<file path="config.mk">
export PLATFORM = sky130hd
export DESIGN_NAME = opexec_core
export DESIGN_NICKNAME = d
export VERILOG_FILES = /design/src/hdl/opexec_pkg.sv /design/src/hdl/opexec_core.sv /design/src/hdl/return_stack.sv
export SDC_FILE = /design/constraint.sdc
export NUM_CORES = 1
export LEC_CHECK = 0
export ABC_CLOCK_PERIOD_IN_PS = 3700
export BUFFER_PORTS_ARGS = -buffer_cell sky130_fd_sc_hd__buf_4
export CAP_MARGIN = 10
export CORE_MARGIN = 2
export CORE_UTILIZATION = 35
export DETAILED_ROUTE_END_ITERATION = 10
export GPL_TIMING_DRIVEN = 0
export PLACE_DENSITY = 0.66
export SKIP_CTS_REPAIR_TIMING = 1
export SKIP_LAST_GASP = 1
export SLEW_MARGIN = 20
export SYNTH_ARGS = -nofsm -noshare
export SYNTH_HDL_FRONTEND = slang
export SYNTH_SLANG_ARGS = --single-unit
</file>
<file path="constraint.sdc">
create_clock -name i_core_clk -period 3.7 [get_ports i_core_clk]
set_clock_uncertainty 0.15 [all_clocks]
set_input_delay 0 -clock i_core_clk [delete_from_list [all_inputs] [get_ports i_core_clk]]
set_output_delay 0 -clock i_core_clk [all_outputs]
set_load 0.05 [all_outputs]
</file>
<file path="src/hdl/opexec_pkg.sv">
// shared constants and carrier types for the call/clear/complement execution unit
package opexec_pkg;
    localparam int        DATA_W        = 8;
    localparam int        PC_W          = 15;
    localparam int        ADDR_W        = 7;
    localparam int        STACK_DEPTH   = 16;
    localparam int        SP_W          = 4;
    // instruction cycles
    localparam int        CALL_CYCLES   = 2;
    localparam int        SINGLE_CYCLES = 1;
    localparam logic [7:0]      ZERO_BYTE  = 8'h00;
    localparam logic [7:0]      W_RESET    = 8'h00;
    localparam logic [PC_W-1:0] PC_RESET   = 15'h0000;
    localparam logic [6:0]      LATCH_RESET = 7'h00;
    localparam logic [SP_W-1:0] SP_RESET   = 4'h0;
    localparam logic            Z_RESET    = 1'b0;
    // field positions inside the target pc
    localparam int        PC_LO_MSB     = 7;
    localparam int        PC_HI_LSB     = 8;

    typedef enum logic [2:0]
    {
        OP_NONE,
        OP_CALL_VIA_WORKING,
        OP_COMPLEMENT_REGISTER,
        OP_CLEAR_REGISTER,
        OP_DECREMENT_REGISTER,
        OP_CLEAR_WORKING
    } op_t;

    typedef struct packed
    {
        op_t              op;
        logic [ADDR_W-1:0] addr;
        logic             dest_reg;
    } instr_t;

    typedef struct packed
    {
        logic              we;
        logic [ADDR_W-1:0] addr;
        logic [DATA_W-1:0] data;
    } file_wr_t;
endpackage

</file>
<file path="src/hdl/opexec_core.sv">
// execution unit for call-via-working, complement, clear and decrement
// Notes on behaviour
// - call via working pushes pc plus one onto return stack before pc changes
// - call loads pc low byte from working, high bits from upper latch; flags kept
// - call via working takes two instruction cycles
// - complement inverts file register; dest 0 to working, 1 back; zero updated
// - clear register writes zero to file register and sets zero flag
// - decrement subtracts one; dest selects working or file; zero from result
// - clear working writes zero to working and sets zero flag
`timescale 1ns/1ps
`default_nettype none
module opexec_core
(
    input  wire logic                          i_core_clk,
    input  wire logic                          i_rst_n,
    input  wire logic                          i_instr_valid,
    input  wire opexec_pkg::instr_t            i_instr,
    input  wire logic [opexec_pkg::DATA_W-1:0] i_file_rdata,
    input  wire logic                          i_latch_we,
    input  wire logic [6:0]                    i_latch_wdata,
    output logic                               o_instr_ready,
    output opexec_pkg::file_wr_t               o_file_wr,
    output logic [opexec_pkg::ADDR_W-1:0]      o_file_raddr,
    output logic [opexec_pkg::DATA_W-1:0]      o_working,
    output logic                               o_zero,
    output logic [opexec_pkg::PC_W-1:0]        o_pc,
    output logic [opexec_pkg::PC_W-1:0]        o_return_stack_head,
    output logic                               o_busy
);
    import opexec_pkg::*;

    typedef enum logic [1:0]
    {
        ST_IDLE = 2'b01,
        ST_CALL = 2'b10
    } state_t;

    function automatic logic is_zero(input logic [DATA_W-1:0] v);
        is_zero = (v == ZERO_BYTE);
    endfunction

    state_t          state_ff;
    state_t          nxt_state;
    logic [DATA_W-1:0] w_ff;
    logic [DATA_W-1:0] nxt_w;
    logic            z_ff;
    logic            nxt_z;
    logic [PC_W-1:0] pc_ff;
    logic [PC_W-1:0] nxt_pc;
    logic [6:0]      pc_upper_latch_ff;
    logic [6:0]      nxt_pc_upper_latch;
    file_wr_t        wr_ff;
    file_wr_t        nxt_wr;
    logic            push;
    logic [PC_W-1:0] push_addr;
    logic [DATA_W-1:0] result;
    logic            take;
    logic [SP_W-1:0] depth;

    // new work is accepted only when the call's second cycle is done
    assign o_instr_ready = (state_ff == ST_IDLE);
    assign take          = i_instr_valid && o_instr_ready;
    assign o_file_raddr  = i_instr.addr;

    always_comb
    begin
        nxt_state          = state_ff;
        nxt_w              = w_ff;
        nxt_z              = z_ff;
        nxt_pc             = pc_ff;
        nxt_pc_upper_latch = i_latch_we ? i_latch_wdata : pc_upper_latch_ff;
        nxt_wr             = '0;
        push               = 1'b0;
        push_addr          = pc_ff + 15'h0001;
        result             = ZERO_BYTE;
        case (state_ff)
            ST_IDLE:
            begin
                if (take)
                begin
                    case (i_instr.op)
                        OP_CALL_VIA_WORKING:
                        begin
                            push      = 1'b1;
                            nxt_state = ST_CALL;
                        end
                        OP_COMPLEMENT_REGISTER, OP_DECREMENT_REGISTER:
                        begin
                            result = (i_instr.op == OP_COMPLEMENT_REGISTER)
                                   ? ~i_file_rdata
                                   : i_file_rdata - 8'h01;
                            nxt_z  = is_zero(result);
                            if (i_instr.dest_reg)
                            begin
                                nxt_wr.we   = 1'b1;
                                nxt_wr.addr = i_instr.addr;
                                nxt_wr.data = result;
                            end
                            else
                            begin
                                nxt_w = result;
                            end
                            nxt_pc = pc_ff + 15'h0001;
                        end
                        OP_CLEAR_REGISTER:
                        begin
                            nxt_wr.we   = 1'b1;
                            nxt_wr.addr = i_instr.addr;
                            nxt_wr.data = ZERO_BYTE;
                            nxt_z       = 1'b1;
                            nxt_pc      = pc_ff + 15'h0001;
                        end
                        OP_CLEAR_WORKING:
                        begin
                            nxt_w  = ZERO_BYTE;
                            nxt_z  = 1'b1;
                            nxt_pc = pc_ff + 15'h0001;
                        end
                        default:
                        begin
                            nxt_pc = pc_ff + 15'h0001;
                        end
                    endcase
                end
            end
            ST_CALL:
            begin
                // second cycle: pc swapped only after the push has landed
                nxt_pc    = {pc_upper_latch_ff, w_ff};
                nxt_state = ST_IDLE;
            end
            default:
            begin
                nxt_state = ST_IDLE;
            end
        endcase
    end

    always_ff @(posedge i_core_clk)
    begin
        if (!i_rst_n)
        begin
            state_ff          <= ST_IDLE;
            w_ff              <= W_RESET;
            z_ff              <= Z_RESET;
            pc_ff             <= PC_RESET;
            pc_upper_latch_ff <= LATCH_RESET;
            wr_ff             <= '0;
        end
        else
        begin
            state_ff          <= nxt_state;
            w_ff              <= nxt_w;
            z_ff              <= nxt_z;
            pc_ff             <= nxt_pc;
            pc_upper_latch_ff <= nxt_pc_upper_latch;
            wr_ff             <= nxt_wr;
        end
    end

    return_stack u_stack
    (
        .i_core_clk  (i_core_clk),
        .i_rst_n     (i_rst_n),
        .i_push      (push),
        .i_push_addr (push_addr),
        .o_head      (o_return_stack_head),
        .o_depth     (depth)
    );

    assign o_file_wr = wr_ff;
    assign o_working = w_ff;
    assign o_zero    = z_ff;
    assign o_pc      = pc_ff;
    assign o_busy    = (state_ff == ST_CALL);
endmodule
`default_nettype wire

</file>
<file path="src/hdl/return_stack.sv">
// hardware return stack held in flip-flops
`timescale 1ns/1ps
`default_nettype none
module return_stack
(
    input  wire logic                        i_core_clk,
    input  wire logic                        i_rst_n,
    input  wire logic                        i_push,
    input  wire logic [opexec_pkg::PC_W-1:0] i_push_addr,
    output logic      [opexec_pkg::PC_W-1:0] o_head,
    output logic      [opexec_pkg::SP_W-1:0] o_depth
);
    import opexec_pkg::*;

    logic [PC_W-1:0] mem_ff [STACK_DEPTH];
    logic [PC_W-1:0] nxt_mem [STACK_DEPTH];
    logic [SP_W-1:0] sp_ff;
    logic [SP_W-1:0] nxt_sp;
    logic [PC_W-1:0] head_ff;
    logic [PC_W-1:0] nxt_head;

    // overflow wraps, as a circular stack; no overflow flag is kept here
    always_comb
    begin
        nxt_mem  = mem_ff;
        nxt_sp   = sp_ff;
        nxt_head = head_ff;
        if (i_push)
        begin
            nxt_mem[sp_ff] = i_push_addr;
            nxt_sp         = sp_ff + 4'h1;
            nxt_head       = i_push_addr;
        end
    end

    always_ff @(posedge i_core_clk)
    begin
        if (!i_rst_n)
        begin
            for (int i = 0; i < STACK_DEPTH; i++)
            begin
                mem_ff[i] <= PC_RESET;
            end
            sp_ff   <= SP_RESET;
            head_ff <= PC_RESET;
        end
        else
        begin
            mem_ff  <= nxt_mem;
            sp_ff   <= nxt_sp;
            head_ff <= nxt_head;
        end
    end

    assign o_head  = head_ff;
    assign o_depth = sp_ff;
endmodule
`default_nettype wire

</file>
== Yosys cells after proc, flatten, opt, wreduce, memory -nomap -nowiden ==
Index checks and enable logic that the tools add are counted.

* Bits in registers: 64
* Input bits: 30
* Output and inout bits: 64
* Word-level logic and storage cells: 47

* $add $sub $neg: 2
* Eq/ne operators: 10
* Multiplexer cells: 12
* Bitwise operators: 1
* Reductions and logical operators: 13

{| class="wikitable"
|+ Operators with widths
! cell !! count
|-
| case mux 16 bit (2 select lines) || 1
|-
| two-way mux 15 bit || 2
|-
| case mux 15 bit (2 select lines) || 1
|-
| two-way mux 16 bit || 1
|-
| two-way mux 8 bit || 2
|-
| case mux 8 bit (2 select lines) || 1
|-
| adder 15 x 1 -> 15 bit, second input constant || 1
|-
| AND reduction 3 bit || 3
|-
| zero test 8 bit || 1
|-
| NOT 8 bit || 1
|-
| subtractor 8 x 1 -> 8 bit, second input constant || 1
|-
| == test 3 x 2 -> 1 bit, second input constant || 2
|-
| == test 3 bit, second input constant || 2
|-
| nonzero test 2 bit || 3
|-
| != test 2 bit, second input constant || 2
|-
| AND reduction 2 bit || 2
|-
| AND reduction 4 bit || 1
|-
| OR reduction 2 bit || 2
|-
| == test 3 x 1 -> 1 bit, second input constant || 1
|-
| two-way mux 1 bit || 3
|-
| == test 2 x 1 -> 1 bit, second input constant || 1
|-
| == test 2 bit, second input constant || 1
|-
| != test 2 x 1 -> 1 bit, second input constant || 1
|-
| case mux 1 bit (2 select lines) || 1
|-
| logical AND 1 bit || 1
|}

== Depth between registers and ports, before layout ==
Gate-level depths: netlist (run 1).

* Depth after elaboration: 4
* Mapped depth: 8
* Depth with buffers taken out: 7

== By module ==
From an unflattened synthesis (run 1), not the netlist that was laid out.

* Cells, all modules: 360
* Area, all modules: 3,209.3 µm²

{| class="wikitable"
|+ By module, submodules not included
! module !! instances !! cells each !! area an instance (µm²) !! sequential area each (µm²)
|-
| opexec_core || 1 || 295 || 2,488.6 || 980.9
|-
| return_stack || 1 || 65 || 720.7 || 380.4
|}

== Least setup slack after synthesis (run 1) ==
No wires, ideal clock.

* Kind: reg2reg
* From: register pc_ff[0], in the netlist o_pc[0]
* To: register pc_ff[12], in the netlist o_pc[12]
* Setup time: 132 ps
* Arrival: 1,970 ps
* Required time: 3,418 ps
* Slack: 1,448 ps
* Cell stages (with the launch flop): 7
* Buffers on the path: 0
* Clock period less this slack: 2,252 ps
* Cells stage by stage: dfxtp_1 -> ha_1 -> nand3_1 -> or4_4 -> nor2b_1 -> o21ai_0 -> a21oi_1

* Longest elaborated chain between the ends: 4

{| class="wikitable"
|+ Ends and longest elaborated chain
! element !! RTL line !! RTL
|-
| start: declaration || opexec_core.sv:48 || <nowiki>logic [PC_W-1:0] pc_ff;</nowiki>
|-
| start signal: assignment || opexec_core.sv:155 || <nowiki>pc_ff <= nxt_pc;</nowiki>
|-
| adder 15 x 1 -> 15 bit || - ||
|-
| two-way mux 15 bit || - ||
|-
| two-way mux 15 bit || opexec_core.sv:79 || <nowiki>if (take)</nowiki>
|-
| case mux 15 bit (2 select lines) || opexec_core.sv:76 || <nowiki>case (state_ff)</nowiki>
|}

Every way passes these cells. The select of a mux whose other input is x is not followed.
A chain may end at the register's enable or synchronous reset.

== Worst setup path in the final report (run 1) ==
* From: register pc_ff[0], in the netlist o_pc[0]
* To: register u_stack.head_ff[14], in the netlist u_stack.o_head[14]

* Longest elaborated chain between the ends: 1

{| class="wikitable"
|+ Ends and longest elaborated chain
! element !! RTL line !! RTL
|-
| adder 15 x 1 -> 15 bit || opexec_core.sv:74 || <nowiki>push_addr = pc_ff + 15'h0001;</nowiki>
|-
| end signal: assignment || return_stack.sv:51 || <nowiki>head_ff <= nxt_head;</nowiki>
|-
| end: declaration || return_stack.sv:19 || <nowiki>logic [PC_W-1:0] head_ff;</nowiki>
|}

Every way passes these cells.

==> results list, run 1 <==
* Detailed Route Iter0 Violations: just under 200
- The commonest cells after synthesis are sky130_fd_sc_hd__dfxtp_1 (64), sky130_fd_sc_hd__nor2_1 (51), sky130_fd_sc_hd__nand2_1 (28).
- Capture endpoint of the worst hold path: state_ff[0]$_SDFFE_PN1P_
- Static timing analysis puts the maximum clock frequency at between 0.4 and 0.5 GHz.
- Die outline width: ~97 um
* Max incr delay on CP: about 0.60 ns
- Cell with the largest stage delay on the worst path: sky130_fd_sc_hd__nor4_1
- At the pin with the least slew margin, the transition time is between 0.6 and 0.7 ns.
* Number of enable flip-flop cells after synthesis: 0
- In the synthesized netlist the async set-or-reset flop fraction comes to 0%.
- Global placer's final weighted congestion: approximately 0.9
- The final reports fail on hold timing.
- Synthesis produced a netlist whose cell count is 350.
- The floorplan step defined a die boundary enclosing between 0.009 and 0.01 mm^2.
- The synthesized netlist contains 48 unique library cells.
- Syn Std Cell Area: approximately 0.003 mm^2
- Once the floorplan was initialized, standard cells occupied between 30 and 40% of the core.
* Most used flip-flop cell after synthesis: sky130_fd_sc_hd__dfxtp_1
- Maximum VDD drop: ~0.00024 V
- Number of levels in the clock H-tree: 3
- In this run the register-to-register setup slack is 1.47 ns.
- Leading post-synthesis cells by cell area: sky130_fd_sc_hd__dfxtp_1 (43%), sky130_fd_sc_hd__nor2_1 (6.4%), sky130_fd_sc_hd__xnor2_1 (4.1%), sky130_fd_sc_hd__nand2_1 (3.5%), sky130_fd_sc_hd__mux2i_1 (3.3%)
- In the finished design, the share of the clock period the worst path needs comes to 60.1%.
- Reported net switching power: roughly 0.00044 W
- Cell type with the highest aggregate area in the netlist: sky130_fd_sc_hd__dfxtp_1
- CTS clock-pin slew for the worst setup and hold paths: around 0.070 ns
- Average cell area after synthesis: approximately 8.6 um^2
* Clock share of power: 39.9%
* Min Clock Period, post-route: roughly 2.2 ns
* Result of the run: finished with violations
* First-pass GRT wire length: 13300 um
- Endpoint of the worst register-to-register path: u_stack.o_head[14]$_SDFFE_PN0P_
- Sequential share of power: 43.8%
- The worst hold path was traced through 2 stages.
- Number of cells on the worst reg-to-reg path: 5
* Die height: ~97 um
- Pin placement for this block handled 94 I/O pins.
- R2R Path Start: o_pc[0]$_SDFFE_PN0P_
- The number of antenna violations at the first check in global routing was 0.
- The area growth from synthesis to layout is 42.7%.
- Clock buffer count from CTS: 9
- In this run the cell area measured after placement is roughly 0.0038 mm^2.
- At the later pin of the worst-skew pair, clock insertion delay measures approximately 0.34 ns.
- Category of the most critical setup path: register to register
- Clock Root Buffer: sky130_fd_sc_hd__clkbuf_8
- The clock passes through at most 2 buffers.
- Combinational Power Share: between 10% and 20%
- Vias per cell: between 5 and 6
* Gr ovfl total: 0
* Relative slew slack: between 50% and 60%
- The pre-antenna-repair detailed-routing pass consisted of 4 iterations.
- Final Hold Fails: 12
- Total nets after synthesis: ~380
* Required time at the endpoint of the critical path: about 3.8 ns
- Setup violations remaining at the end of the flow were counted as 0.
* Worst hold-check path type: primary input to register
* Core outline area: roughly 0.0083 mm^2
- Number of DRC violations after detailed routing: 0
- Fraction of layout instances using a drive strength above 1: between 20% and 30%
- The finished cells cover 0.00427 mm^2.
* Site Rows: 33
- Type of element launching the critical path: register
- Summed over all failing endpoints, the final setup total negative slack is 0 ns.
* DR vias: between 2000 and 3000
- HPWL after detailed placement: 6240 um
- Endpoint kind of the worst setup timing path: register
* Clock tree from TritonCTS: done
- In the global route stage, overall resource usage came out at a little under a fifth.
- In this run the biggest area consumer among cell types represents 42.8% of the synthesized area.
- Sequential cell area fraction in the yosys report: roughly 43%
* Hold_ws: -0.0357 ns
* Diodes inserted: 0
* Total Wirelength: 8630 um
- Count of nets left with antenna violations after detail routing: 0
- Across the run, the number of max-cap violations was 0.
* Sinks on Clock Net: 64
* Fillers: between 700 and 800
- The final layout contains 511 nets.
- Data arrives at the worst endpoint at 2.29 ns.
* Vias in the first global route: between 2000 and 3000
* Sw Share: 26.6%
- Final Max Slew Viols: 0
* Yosys warning count: 0
* Cell Pwr Density: around 390 mW/mm^2
- Counting flops and latches in the post-synthesis netlist gives 64.
- Setup repair after global routing missed its margin: false
- Walking the worst path, the cells encountered are ha_1, nand3_1, nor4_1, xnor2_1, a21oi_1.
- Biggest fanout along the worst timing path: 8
* Port Buffer Count: between 90 and 100
* Routed wirelength normalized by instance count: 14.7 um
* Maximum number of pins on one net before global-route repair: 11
- The startpoint identified for the worst hold timing path is i_rst_n.
- sky130_fd_sc_hd__dfxtp_1 is the most common cell in the netlist.
- Leakage dissipation: around 1.8 nW
* Internal power component: around 0.0012 W
worst max path at each step:
| stage | end | from | cells after the start | slack [ns] |
|---|---|---|---|---|
| after global placement | u_stack.o_head[14]$_SDFFE_PN0P_ | o_pc[0]$_SDFFE_PN0P_ | 5 | 1.59 |
| after floorplan | o_pc[12]$_SDFFE_PN0P_ | o_pc[0]$_SDFFE_PN0P_ | 6 | 1.45 |
| after global routing | u_stack.o_head[14]$_SDFFE_PN0P_ | o_pc[0]$_SDFFE_PN0P_ | 5 | 1.40 |
| final | u_stack.o_head[14]$_SDFFE_PN0P_ | o_pc[0]$_SDFFE_PN0P_ | 5 | 1.47 |
| after detailed placement | u_stack.o_head[14]$_SDFFE_PN0P_ | o_pc[0]$_SDFFE_PN0P_ | 5 | 1.56 |
| after CTS | u_stack.o_head[14]$_SDFFE_PN0P_ | o_pc[0]$_SDFFE_PN0P_ | 5 | 1.54 |
area by class of cell:
class | count | area, um^2 | area share, %
multi-input cells | 249 | 1530 | 35.9
clock inverters | 3 | 65.1 | 1.52
well taps | 105 | 131 | 3.07
clock buffers | 13 | 149 | 3.48
inverters | 11 | 41.3 | 0.966
plain buffers | 26 | 139 | 3.25
repair buffers | 116 | 933 | 21.8
flip-flops and latches | 64 | 1280 | 30.0
flip-flops by register name, indices dropped and copies added (netlist names):
register and cells:
o_working 8, u_stack.o_head 15, state_ff 2, o_zero 1, o_file_wr 16, o_pc 15, pc_upper_latch_ff 7
kinds of logic (layout without fill, tap and decap cells):
logic type,Yosys count,count (layout),share of synthesized area [%]
adders and majority gates,4,4,1.67
xor gates and xnor gates,21,21,6.14
muxes,10,10,3.34
DFF,64,64,42.8
and+or+nand+nor,132,132,22.0
AOI/OAI and AO/OA,82,82,18.1
buffers and inverters,37,169,6.01
layout by cell type (no fill, tap or decap), types with 6 or more instances in the layout:
cell type	synthesis	routed
sky130_fd_sc_hd__buf_4	9	100
sky130_fd_sc_hd__dfxtp_1	64	64
sky130_fd_sc_hd__nor2_1	51	51
sky130_fd_sc_hd__nand2_1	28	28
sky130_fd_sc_hd__dlygate4sd3_1	0	25
sky130_fd_sc_hd__a21oi_1	18	18
sky130_fd_sc_hd__o21ai_0	17	17
sky130_fd_sc_hd__clkbuf_1	11	14
sky130_fd_sc_hd__xnor2_1	14	14
sky130_fd_sc_hd__inv_1	10	10
sky130_fd_sc_hd__mux2i_1	10	10
sky130_fd_sc_hd__a211oi_1	10	10
sky130_fd_sc_hd__clkbuf_8	0	10
sky130_fd_sc_hd__a22oi_1	9	9
sky130_fd_sc_hd__nor2b_1	9	9
sky130_fd_sc_hd__nand3_1	8	8
sky130_fd_sc_hd__xor2_1	7	7
sky130_fd_sc_hd__a31oi_1	7	7
sky130_fd_sc_hd__nand2b_1	6	6
sky130_fd_sc_hd__and2_1	6	6
sky130_fd_sc_hd__buf_2	6	6
worst max-delay path, delay by kind of cell, from the launching register on:
family          cells  cell delay, ns
compound gates      1            0.11
xor+xnor            1            0.26
fa+ha+maj           1            0.30
flops               1            0.50
simple gates        2            0.79
power by group through the flow:
| stage | clock network [W] | registers [W] | logic (W) |
|---|---|---|---|
| global route | 0.000703 | 0.000728 | 0.000291 |
| detailed placement | 0 | 0.000741 | 0.000248 |
| floorplan | 0 | 0.000789 | 0.000112 |
| finish | 0.000661 | 0.000726 | 0.000270 |
| CTS | 0.000671 | 0.000725 | 0.000250 |
| global placement | 0 | 0.000740 | 0.000246 |
per-layer routing:
layer / global-route usage, % / vias to the layer above / routed length, um
met1: 23.4 / 1376 / 3620
met4: 9.39 / 0 / 233
li1: - / 1469 / -
met2: 29.9 / 92 / 4180
met3: 3.96 / 20 / 594
met5: 0 / - / 0
per-stage QoR:
stage	setup slack [ns]	utilization, %	std cells	total power [W]	hold WS [ns]
after floorplan	1.45	-	350	0.000900	-0.0776
after global placement	1.59	46.1	546	0.000986	0.0404
after detailed placement	1.56	46.1	546	0.000990	0.0480
after CTS	1.54	48.7	562	0.00165	-0.306
after global routing	1.40	51.8	587	0.00172	0.00288
final	1.47	51.8	587	0.00166	-0.0357
No activity file was read; power rests on OpenSTA's default activity.
==> run 2, diff against run 1 <==
- ABC_CLOCK_PERIOD_IN_PS: 3700 -> 2200
- clock period: 3.7 -> 2.2 ns (I/O delays scaled with it)
==> results list, run 2 (synthesized netlist as in run 1, its figures left out) <==
- The flow ran to the end, but the final reports show violations.
- Failing checks: hold timing
- The detailed-route vias per instance was 5.04 (about the same).
- Global placer's final weighted congestion: 0.858 (-3.0%)
* Maximum VDD drop: 0.000257 V (+7.8%)
- Actual transition at the worst max-transition pin: 0.584 ns (-0.0620 ns)
- CP delay by family, top: simple AND/OR/NAND/NOR gates
* Non-filler instance count after layout: 588 (+0.17%)
- The clock slew at the register clock pins of the worst setup and hold paths was 0.07 ns (about the same).
- Finished Core Util: 51.7% (about the same)
- Port Buffer Count: 91 (unchanged)
- The top cell types in the final layout, fill and taps aside, are sky130_fd_sc_hd__buf_4 (100), sky130_fd_sc_hd__dfxtp_1 (62), sky130_fd_sc_hd__nor2_1 (51), sky130_fd_sc_hd__nand2_1 (28), sky130_fd_sc_hd__dlygate4sd3_1 (26).
- Total design power: 0.00271 W (+64%)
- The shortest period the worst path allows was 2.03 ns (-0.190 ns).
* Maximum clock rate: 0.491 GHz (+9.4%)
- Die height: 96.5 um (unchanged)
- Setup repair after global routing left no endpoint under its margin.
* Number of DRC violations after detailed routing: 0 (unchanged)
- The worst hold slack across all endpoints came to -0.0193 ns (+0.0165 ns).
- Final Max Slew Viols: 0 (unchanged)
- Leaving out fill and tap cells, the most frequent cell in the layout is sky130_fd_sc_hd__buf_4.
- Full die area: 0.00931 mm^2 (unchanged)
- The total count of hold-check failures in the final report was 1 (-11).
* First-pass GRT wire length: 13200 um (-0.36%)
- The vias after detailed routing came to 2962 (+0.17%).
- The fraction of layout cells with a size suffix above 1 was 27.5% (+0.57 points).
* Number of ports placed on the die boundary: 94 (unchanged)
* Critical path arrival: 2.09 ns (-0.20 ns)
* Worst setup slack after placement: 0.213 ns (-1.34 ns)
- The final worst slack is 0.165 ns (-1.31 ns).
* Layout overhead on the synthesized area: 42.6% (about the same)
- The number of setup violations in the final report was 0 (unchanged).
- First drt pass iteration count: 5 (+1)
* Overall track demand over capacity in global routing: 18.5% (-0.043 points)
- CTS placed an instance of sky130_fd_sc_hd__clkbuf_8 at the clock tree root.
- The number of antenna violations at the first check in global routing was 0 (unchanged).
* Die outline width: 96.5 um (unchanged)
* Setup_tns: 0 ns (unchanged)
- Number of levels in the clock H-tree: 3 (unchanged)
- Required time at the endpoint of the critical path: 2.25 ns (-1.52 ns)
- The highest fanout seen on the critical path came to 8 (unchanged).
* Maximum number of pins on one net before global-route repair: 11 (unchanged)
* Maxcap violations: 0 (unchanged)
- The number of fillers in the final layout came to 811 (+3.2%).
* Endpoint kind of the worst setup timing path: register
* Sinks on Clock Net: 64 (unchanged)
- The post-DP HPWL is 6130 um (-1.8%).
* Leakage dissipation: 1.77 nW (-0.23%)
- Category of the most critical setup path: register to register
* Routed wirelength normalized by instance count: 14.7 um (about the same)
- The final critical-path share of the clock period came to 92.5% (+32 points).
- The maximum buffer depth of the clock tree is 2 (unchanged).
* Worst hold-check path type: primary input to register
- Cell with the largest stage delay on the worst path: sky130_fd_sc_hd__or4_4
- Buf/Inv on CP: 0 (unchanged)
- Clock buffer count from CTS: 9 (unchanged)
* Core outline area: 0.00826 mm^2 (unchanged)
- Vias in the first global route: 2672 (-3.2%)
- The standard-cell row count was 33 (unchanged).
- Diodes inserted: 0 (unchanged)
- Cell Pwr Density: 635 mW/mm^2 (+64%)
- The cell count after placement came to 546 (unchanged).
- The flip-flop count of the largest register, all copies and words added was 16 (unchanged).
- The critical path goes through ha_1, nand3_1, or4_4, nor2b_1, o21ai_0, a21oi_1.
- The total global routing overflow came to 0 (unchanged).
- TritonCTS built the clock tree.
- Clock latency on the worst-skew pair: 0.34 ns (about the same)
- Total Wirelength: 8650 um (+0.15%)
- The highest cell delay on the worst timing path came to 0.49 ns (-0.11 ns).
* Count of nets left with antenna violations after detail routing: 0 (unchanged)
- The worst max-slew margin expressed relative to the limit was 60.7% (+4.2 points).
- The initial DRC count came to 148 (-23%).
- The net total in the final layout came to 512 (+0.20%).
- The worst setup path is launched from a register.
- The starting utilization of the core area was 36.3% (unchanged).
-- run 2: changes by cell type in the layout (fill, tap and decap cells not counted), sizes merged --
cell         delta
bufinv          -1
dlygate4sd3     +1
clkinv          +1
-- run 2: where the power goes --
part | switching, W | internal, W
Combinational | 0.000275 | 0.000184
Sequential | 0.0000274 | 0.00119
Clock | 0.000448 | 0.000583
Total | 0.000751 | 0.00196
-- run 2: cell type report --
class / count / area, um^2 / area share, %
buffer: 26 / 139 / 3.25
tap: 105 / 131 / 3.08
clock inverter: 3 / 40.0 / 0.937
clock buffer: 13 / 159 / 3.72
inverter: 11 / 41.3 / 0.967
sequential: 64 / 1280 / 30.1
multi-input combinational: 249 / 1530 / 35.9
timing repair buffer: 117 / 943 / 22.1
-- run 2: worst register-to-register path, cell delays in order, from the launching register on --
cell and delay, ns:
sky130_fd_sc_hd__dfxtp_2 0.41, sky130_fd_sc_hd__ha_1 0.27, sky130_fd_sc_hd__nand3_1 0.19, sky130_fd_sc_hd__or4_4 0.49, sky130_fd_sc_hd__nor2b_1 0.15, sky130_fd_sc_hd__o21ai_0 0.15, sky130_fd_sc_hd__a21oi_1 0.08
-- run 2: final timing paths --
check	start	end	slack, ns	depth (start not counted)
max reg2reg	o_pc[0]$_SDFFE_PN0P_	o_pc[12]$_SDFFE_PN0P_	0.17	6
max	o_pc[0]$_SDFFE_PN0P_	o_pc[12]$_SDFFE_PN0P_	0.17	6
min	i_rst_n	state_ff[0]$_SDFFE_PN1P_	-0.02	2
min reg2reg	o_working[5]$_SDFFE_PN0P_	o_working[5]$_SDFFE_PN0P_	0.33	2
-- run 2: metal layers --
layer  part of all wire [%]  up-vias  track usage [%]
li1                       -     1472                -
met1                     44     1387             23.8
met2                     49       90             29.7
met3                    6.0       13             5.66
met4                    1.6        0             5.99
met5                      0        -                0
-- run 2: per-stage QoR --
stage | cell area (um^2) | hold slack [ns]
6_report | 4270 | -0.0193
5_1_grt | 4270 | 0.0162
4_1_cts | 4010 | -0.316
3_5_place_dp | 3810 | 0.0428
3_3_place_gp | 3810 | 0.0412
2_1_floorplan | 3000 | -0.0776
==> run 3, diff against run 2 <==
- CORE_MARGIN: 2 -> 5
==> results list, run 3 (synthesized netlist as in run 1, its figures left out) <==
- Result of the run: finished with violations
* Failing checks: hold timing
- Clock buffer count from CTS: 9 (unchanged)
- Number of ports placed on the die boundary: 94 (unchanged)
- The final critical-path share of the clock period came to 93.1% (+0.62 points).
* Layout overhead on the synthesized area: 42.1%
* Total Wirelength: 8780 um (+1.5%)
- Placed Instances: 546 (unchanged)
- The initial DRC count is 158 (+6.8%).
* Routed wirelength normalized by instance count: 14.9 um (+1.7%)
- The largest net degree at the start of global routing came to 11 (unchanged).
* Type of element launching the critical path: register
- Leading cell type in the layout, fill and taps excluded: sky130_fd_sc_hd__buf_4
- The total global routing overflow came to 0 (unchanged).
* HPWL after detailed placement: 6480 um (+5.7%)
* Non-filler instance count after layout: 587 (-0.17%)
* Reported net switching power: 0.000747 W (-0.60%)
- TritonCTS built the clock tree.
* Initial core utilization: 36.3% (unchanged)
- Clock share of power: 35.0% (-3.0 points)
* Die height: 103 um (+6.2%)
- The length in cells of the worst reg-to-reg path came to 6 (unchanged).
- The count of port buffers added during placement was 91 (unchanged).
- Final Hold Fails: 2 (+1)
- The data arrival time at the worst-slack endpoint is 2.11 ns (+0.02 ns).
- On the critical path, the stage with the largest delay is an instance of sky130_fd_sc_hd__or4_4.
- Among cell families on the critical path, the largest total delay comes from simple AND/OR/NAND/NOR gates.
- The maximum ir drop on the vdd rail came to 0.000216 V (-16%).
- Required time at the endpoint of the critical path: 2.26 ns (about the same)
- Setup repair after global routing left no endpoint under its margin.
- Endpoint of the worst register-to-register path: o_pc[12]$_SDFFE_PN0P_
* Fraction of layout instances using a drive strength above 1: 28.0% (+0.47 points)
- Number of levels in the clock H-tree: 3 (unchanged)
- Relative slew slack: 59.1% (-1.6 points)
* First-pass GRT wire length: 13200 um (-0.26%)
* Crit-path cells: ha_1, nand3_1, or4_4, nor2b_1, o21ai_0, a21oi_1
- Cell Pwr Density: 607 mW/mm^2 (-4.3%)
- Clock latency on the worst-skew pair: 0.34 ns (about the same)
- Startpoint of the lowest-slack hold path: i_instr[9]
* Maximum count of clock buffers along a single path: 2 (unchanged)
* Endpoint kind of the worst setup timing path: register
* Layout net count: 512 (unchanged)
* Diodes inserted: 0 (unchanged)
- Buf/Inv on CP: 0 (unchanged)
- Category of the most critical setup path: register to register
- Number of DRC violations after detailed routing: 0 (unchanged)
- Number of antenna violations at the first check in global routing: 0 (unchanged)
* Maxcap violations: 0 (unchanged)
* CTS clock-pin slew for the worst setup and hold paths: 0.07 ns (about the same)
* Setup_tns: 0 ns (unchanged)
- The die width is 103 um (+6.2%).
- Final Max Slew Viols: 0 (unchanged)
- The leakage power figure came to 1.75 nW (-0.76%).
- The shortest period the worst path allows was 2.05 ns (+0.0137 ns).
- The number of setup violations in the final report is 0 (unchanged).
* Worst hold-check path type: primary input to register
- The area of the core region is 0.00826 mm^2 (unchanged).
- Global placer's final weighted congestion: 0.879 (+2.5%)
* First drt pass iteration count: 4 (-1)
- The count of cells along the worst hold path came to 4 (+2).
- Capture endpoint of the worst hold path: o_file_wr[10]$_SDFF_PN0_
- The vias after detailed routing is 2917 (-1.5%).
- Vias in the first global route: 2654 (-0.67%)
* Maximum clock rate: 0.488 GHz (-0.67%)
* Sw Share: 28.9% (+1.2 points)
- The slew at the pin closest to its max-slew limit came to 0.608 ns (+0.0240 ns).
- The share of total power in combinational logic is 17.8% (+0.9 points).
- Biggest fanout along the worst timing path: 8 (unchanged)
- The worst hold slack across all endpoints is -0.0309 ns (-0.0116 ns).
- Sequential share of power: 47.2% (+2.2 points)
- Vias per cell: 4.97 (-1.4%)
- The register-to-register path setup slack came to 0.15 ns (about the same).
- Most used cells in the layout excluding fill and tap cells: sky130_fd_sc_hd__buf_4 (100), sky130_fd_sc_hd__dfxtp_1 (62), sky130_fd_sc_hd__nor2_1 (51), sky130_fd_sc_hd__nand2_1 (28), sky130_fd_sc_hd__dlygate4sd3_1 (26)
- R2R Path Start: o_pc[0]$_SDFFE_PN0P_
* Site Rows: 33 (unchanged)
- CTS placed an instance of sky130_fd_sc_hd__clkbuf_8 at the clock tree root.
- Max incr delay on CP: 0.49 ns (about the same)
- Overall track demand over capacity in global routing: 16.3% (-2.2 points)
* Internal power component: 0.00184 W (-6.2%)
* Number of flip-flops under the largest register name: 16 (unchanged)
- Full die area: 0.0105 mm^2 (+13%)
- The number of clock sinks came to 64 (unchanged).
- The residual antenna-violating net count after detailed routing came to 0 (unchanged).
run 3: cell types whose count changed in the layout (fill, tap and decap cells not counted), sizes merged:
cell	delta
clkbuf	-1
clkinvlp	+1
bufinv	-1
run 3: worst max-delay path by stage:
stage                                  start                              end  slack, ns  depth (start not counted)
floorplan               o_pc[7]$_SDFFE_PN0P_            o_pc[12]$_SDFFE_PN0P_       0.03                          6
global placement        o_pc[0]$_SDFFE_PN0P_  u_stack.o_head[14]$_SDFFE_PN0P_       0.18                          5
detailed placement      o_pc[0]$_SDFFE_PN0P_  u_stack.o_head[14]$_SDFFE_PN0P_       0.17                          5
CTS                     o_pc[0]$_SDFFE_PN0P_  u_stack.o_head[14]$_SDFFE_PN0P_       0.14                          5
global route        state_ff[1]$_SDFFE_PN0P_         state_ff[0]$_SDFFE_PN1P_       0.04                          7
finish                  o_pc[0]$_SDFFE_PN0P_            o_pc[12]$_SDFFE_PN0P_       0.15                          6
run 3: tightest hold or removal path, stage by stage:
cell                       delay [ns]
sky130_fd_sc_hd__buf_4           0.11
sky130_fd_sc_hd__nand2b_1        0.07
sky130_fd_sc_hd__o21ai_0         0.10
sky130_fd_sc_hd__and3_1          0.15
run 3: final cells by class:
type,instances,area (um^2)
plain buffers,26,139
clock buffers,12,155
clock inverters,3,17.5
fillers,809,4000
inverters,11,41.3
multi-input cells,249,1550
flip-flops and latches,64,1280
well taps,105,131
repair buffers,117,943
run 3: metrics by stage:
step,cell area (um^2),util [%],total power (W),setup slack [ns]
global placement,3810,46.2,0.00166,0.181
CTS,3990,48.3,0.00256,0.144
finish,4260,51.5,0.00259,0.151
global route,4260,51.5,0.00269,0.0394
floorplan,3000,-,0.00152,0.0298
detailed placement,3810,46.2,0.00167,0.168
run 3: power by group through the flow:
stage | registers (W) | clock network (W) | logic, W
floorplan | 0.00133 | 0 | 0.000188
CTS | 0.00122 | 0.000922 | 0.000421
finish | 0.00122 | 0.000904 | 0.000460
global placement | 0.00125 | 0 | 0.000415
detailed placement | 0.00125 | 0 | 0.000420
global route | 0.00123 | 0.000974 | 0.000492
run 3: metal layers:
layer  global-route usage, %  vias to the layer above  wire (um)
met5                       0                        -          0
met4                    8.27                        0        248
met3                    3.32                       17        483
met2                    26.2                       67       4120
met1                    20.7                     1360       3930
li1                        -                     1473          -
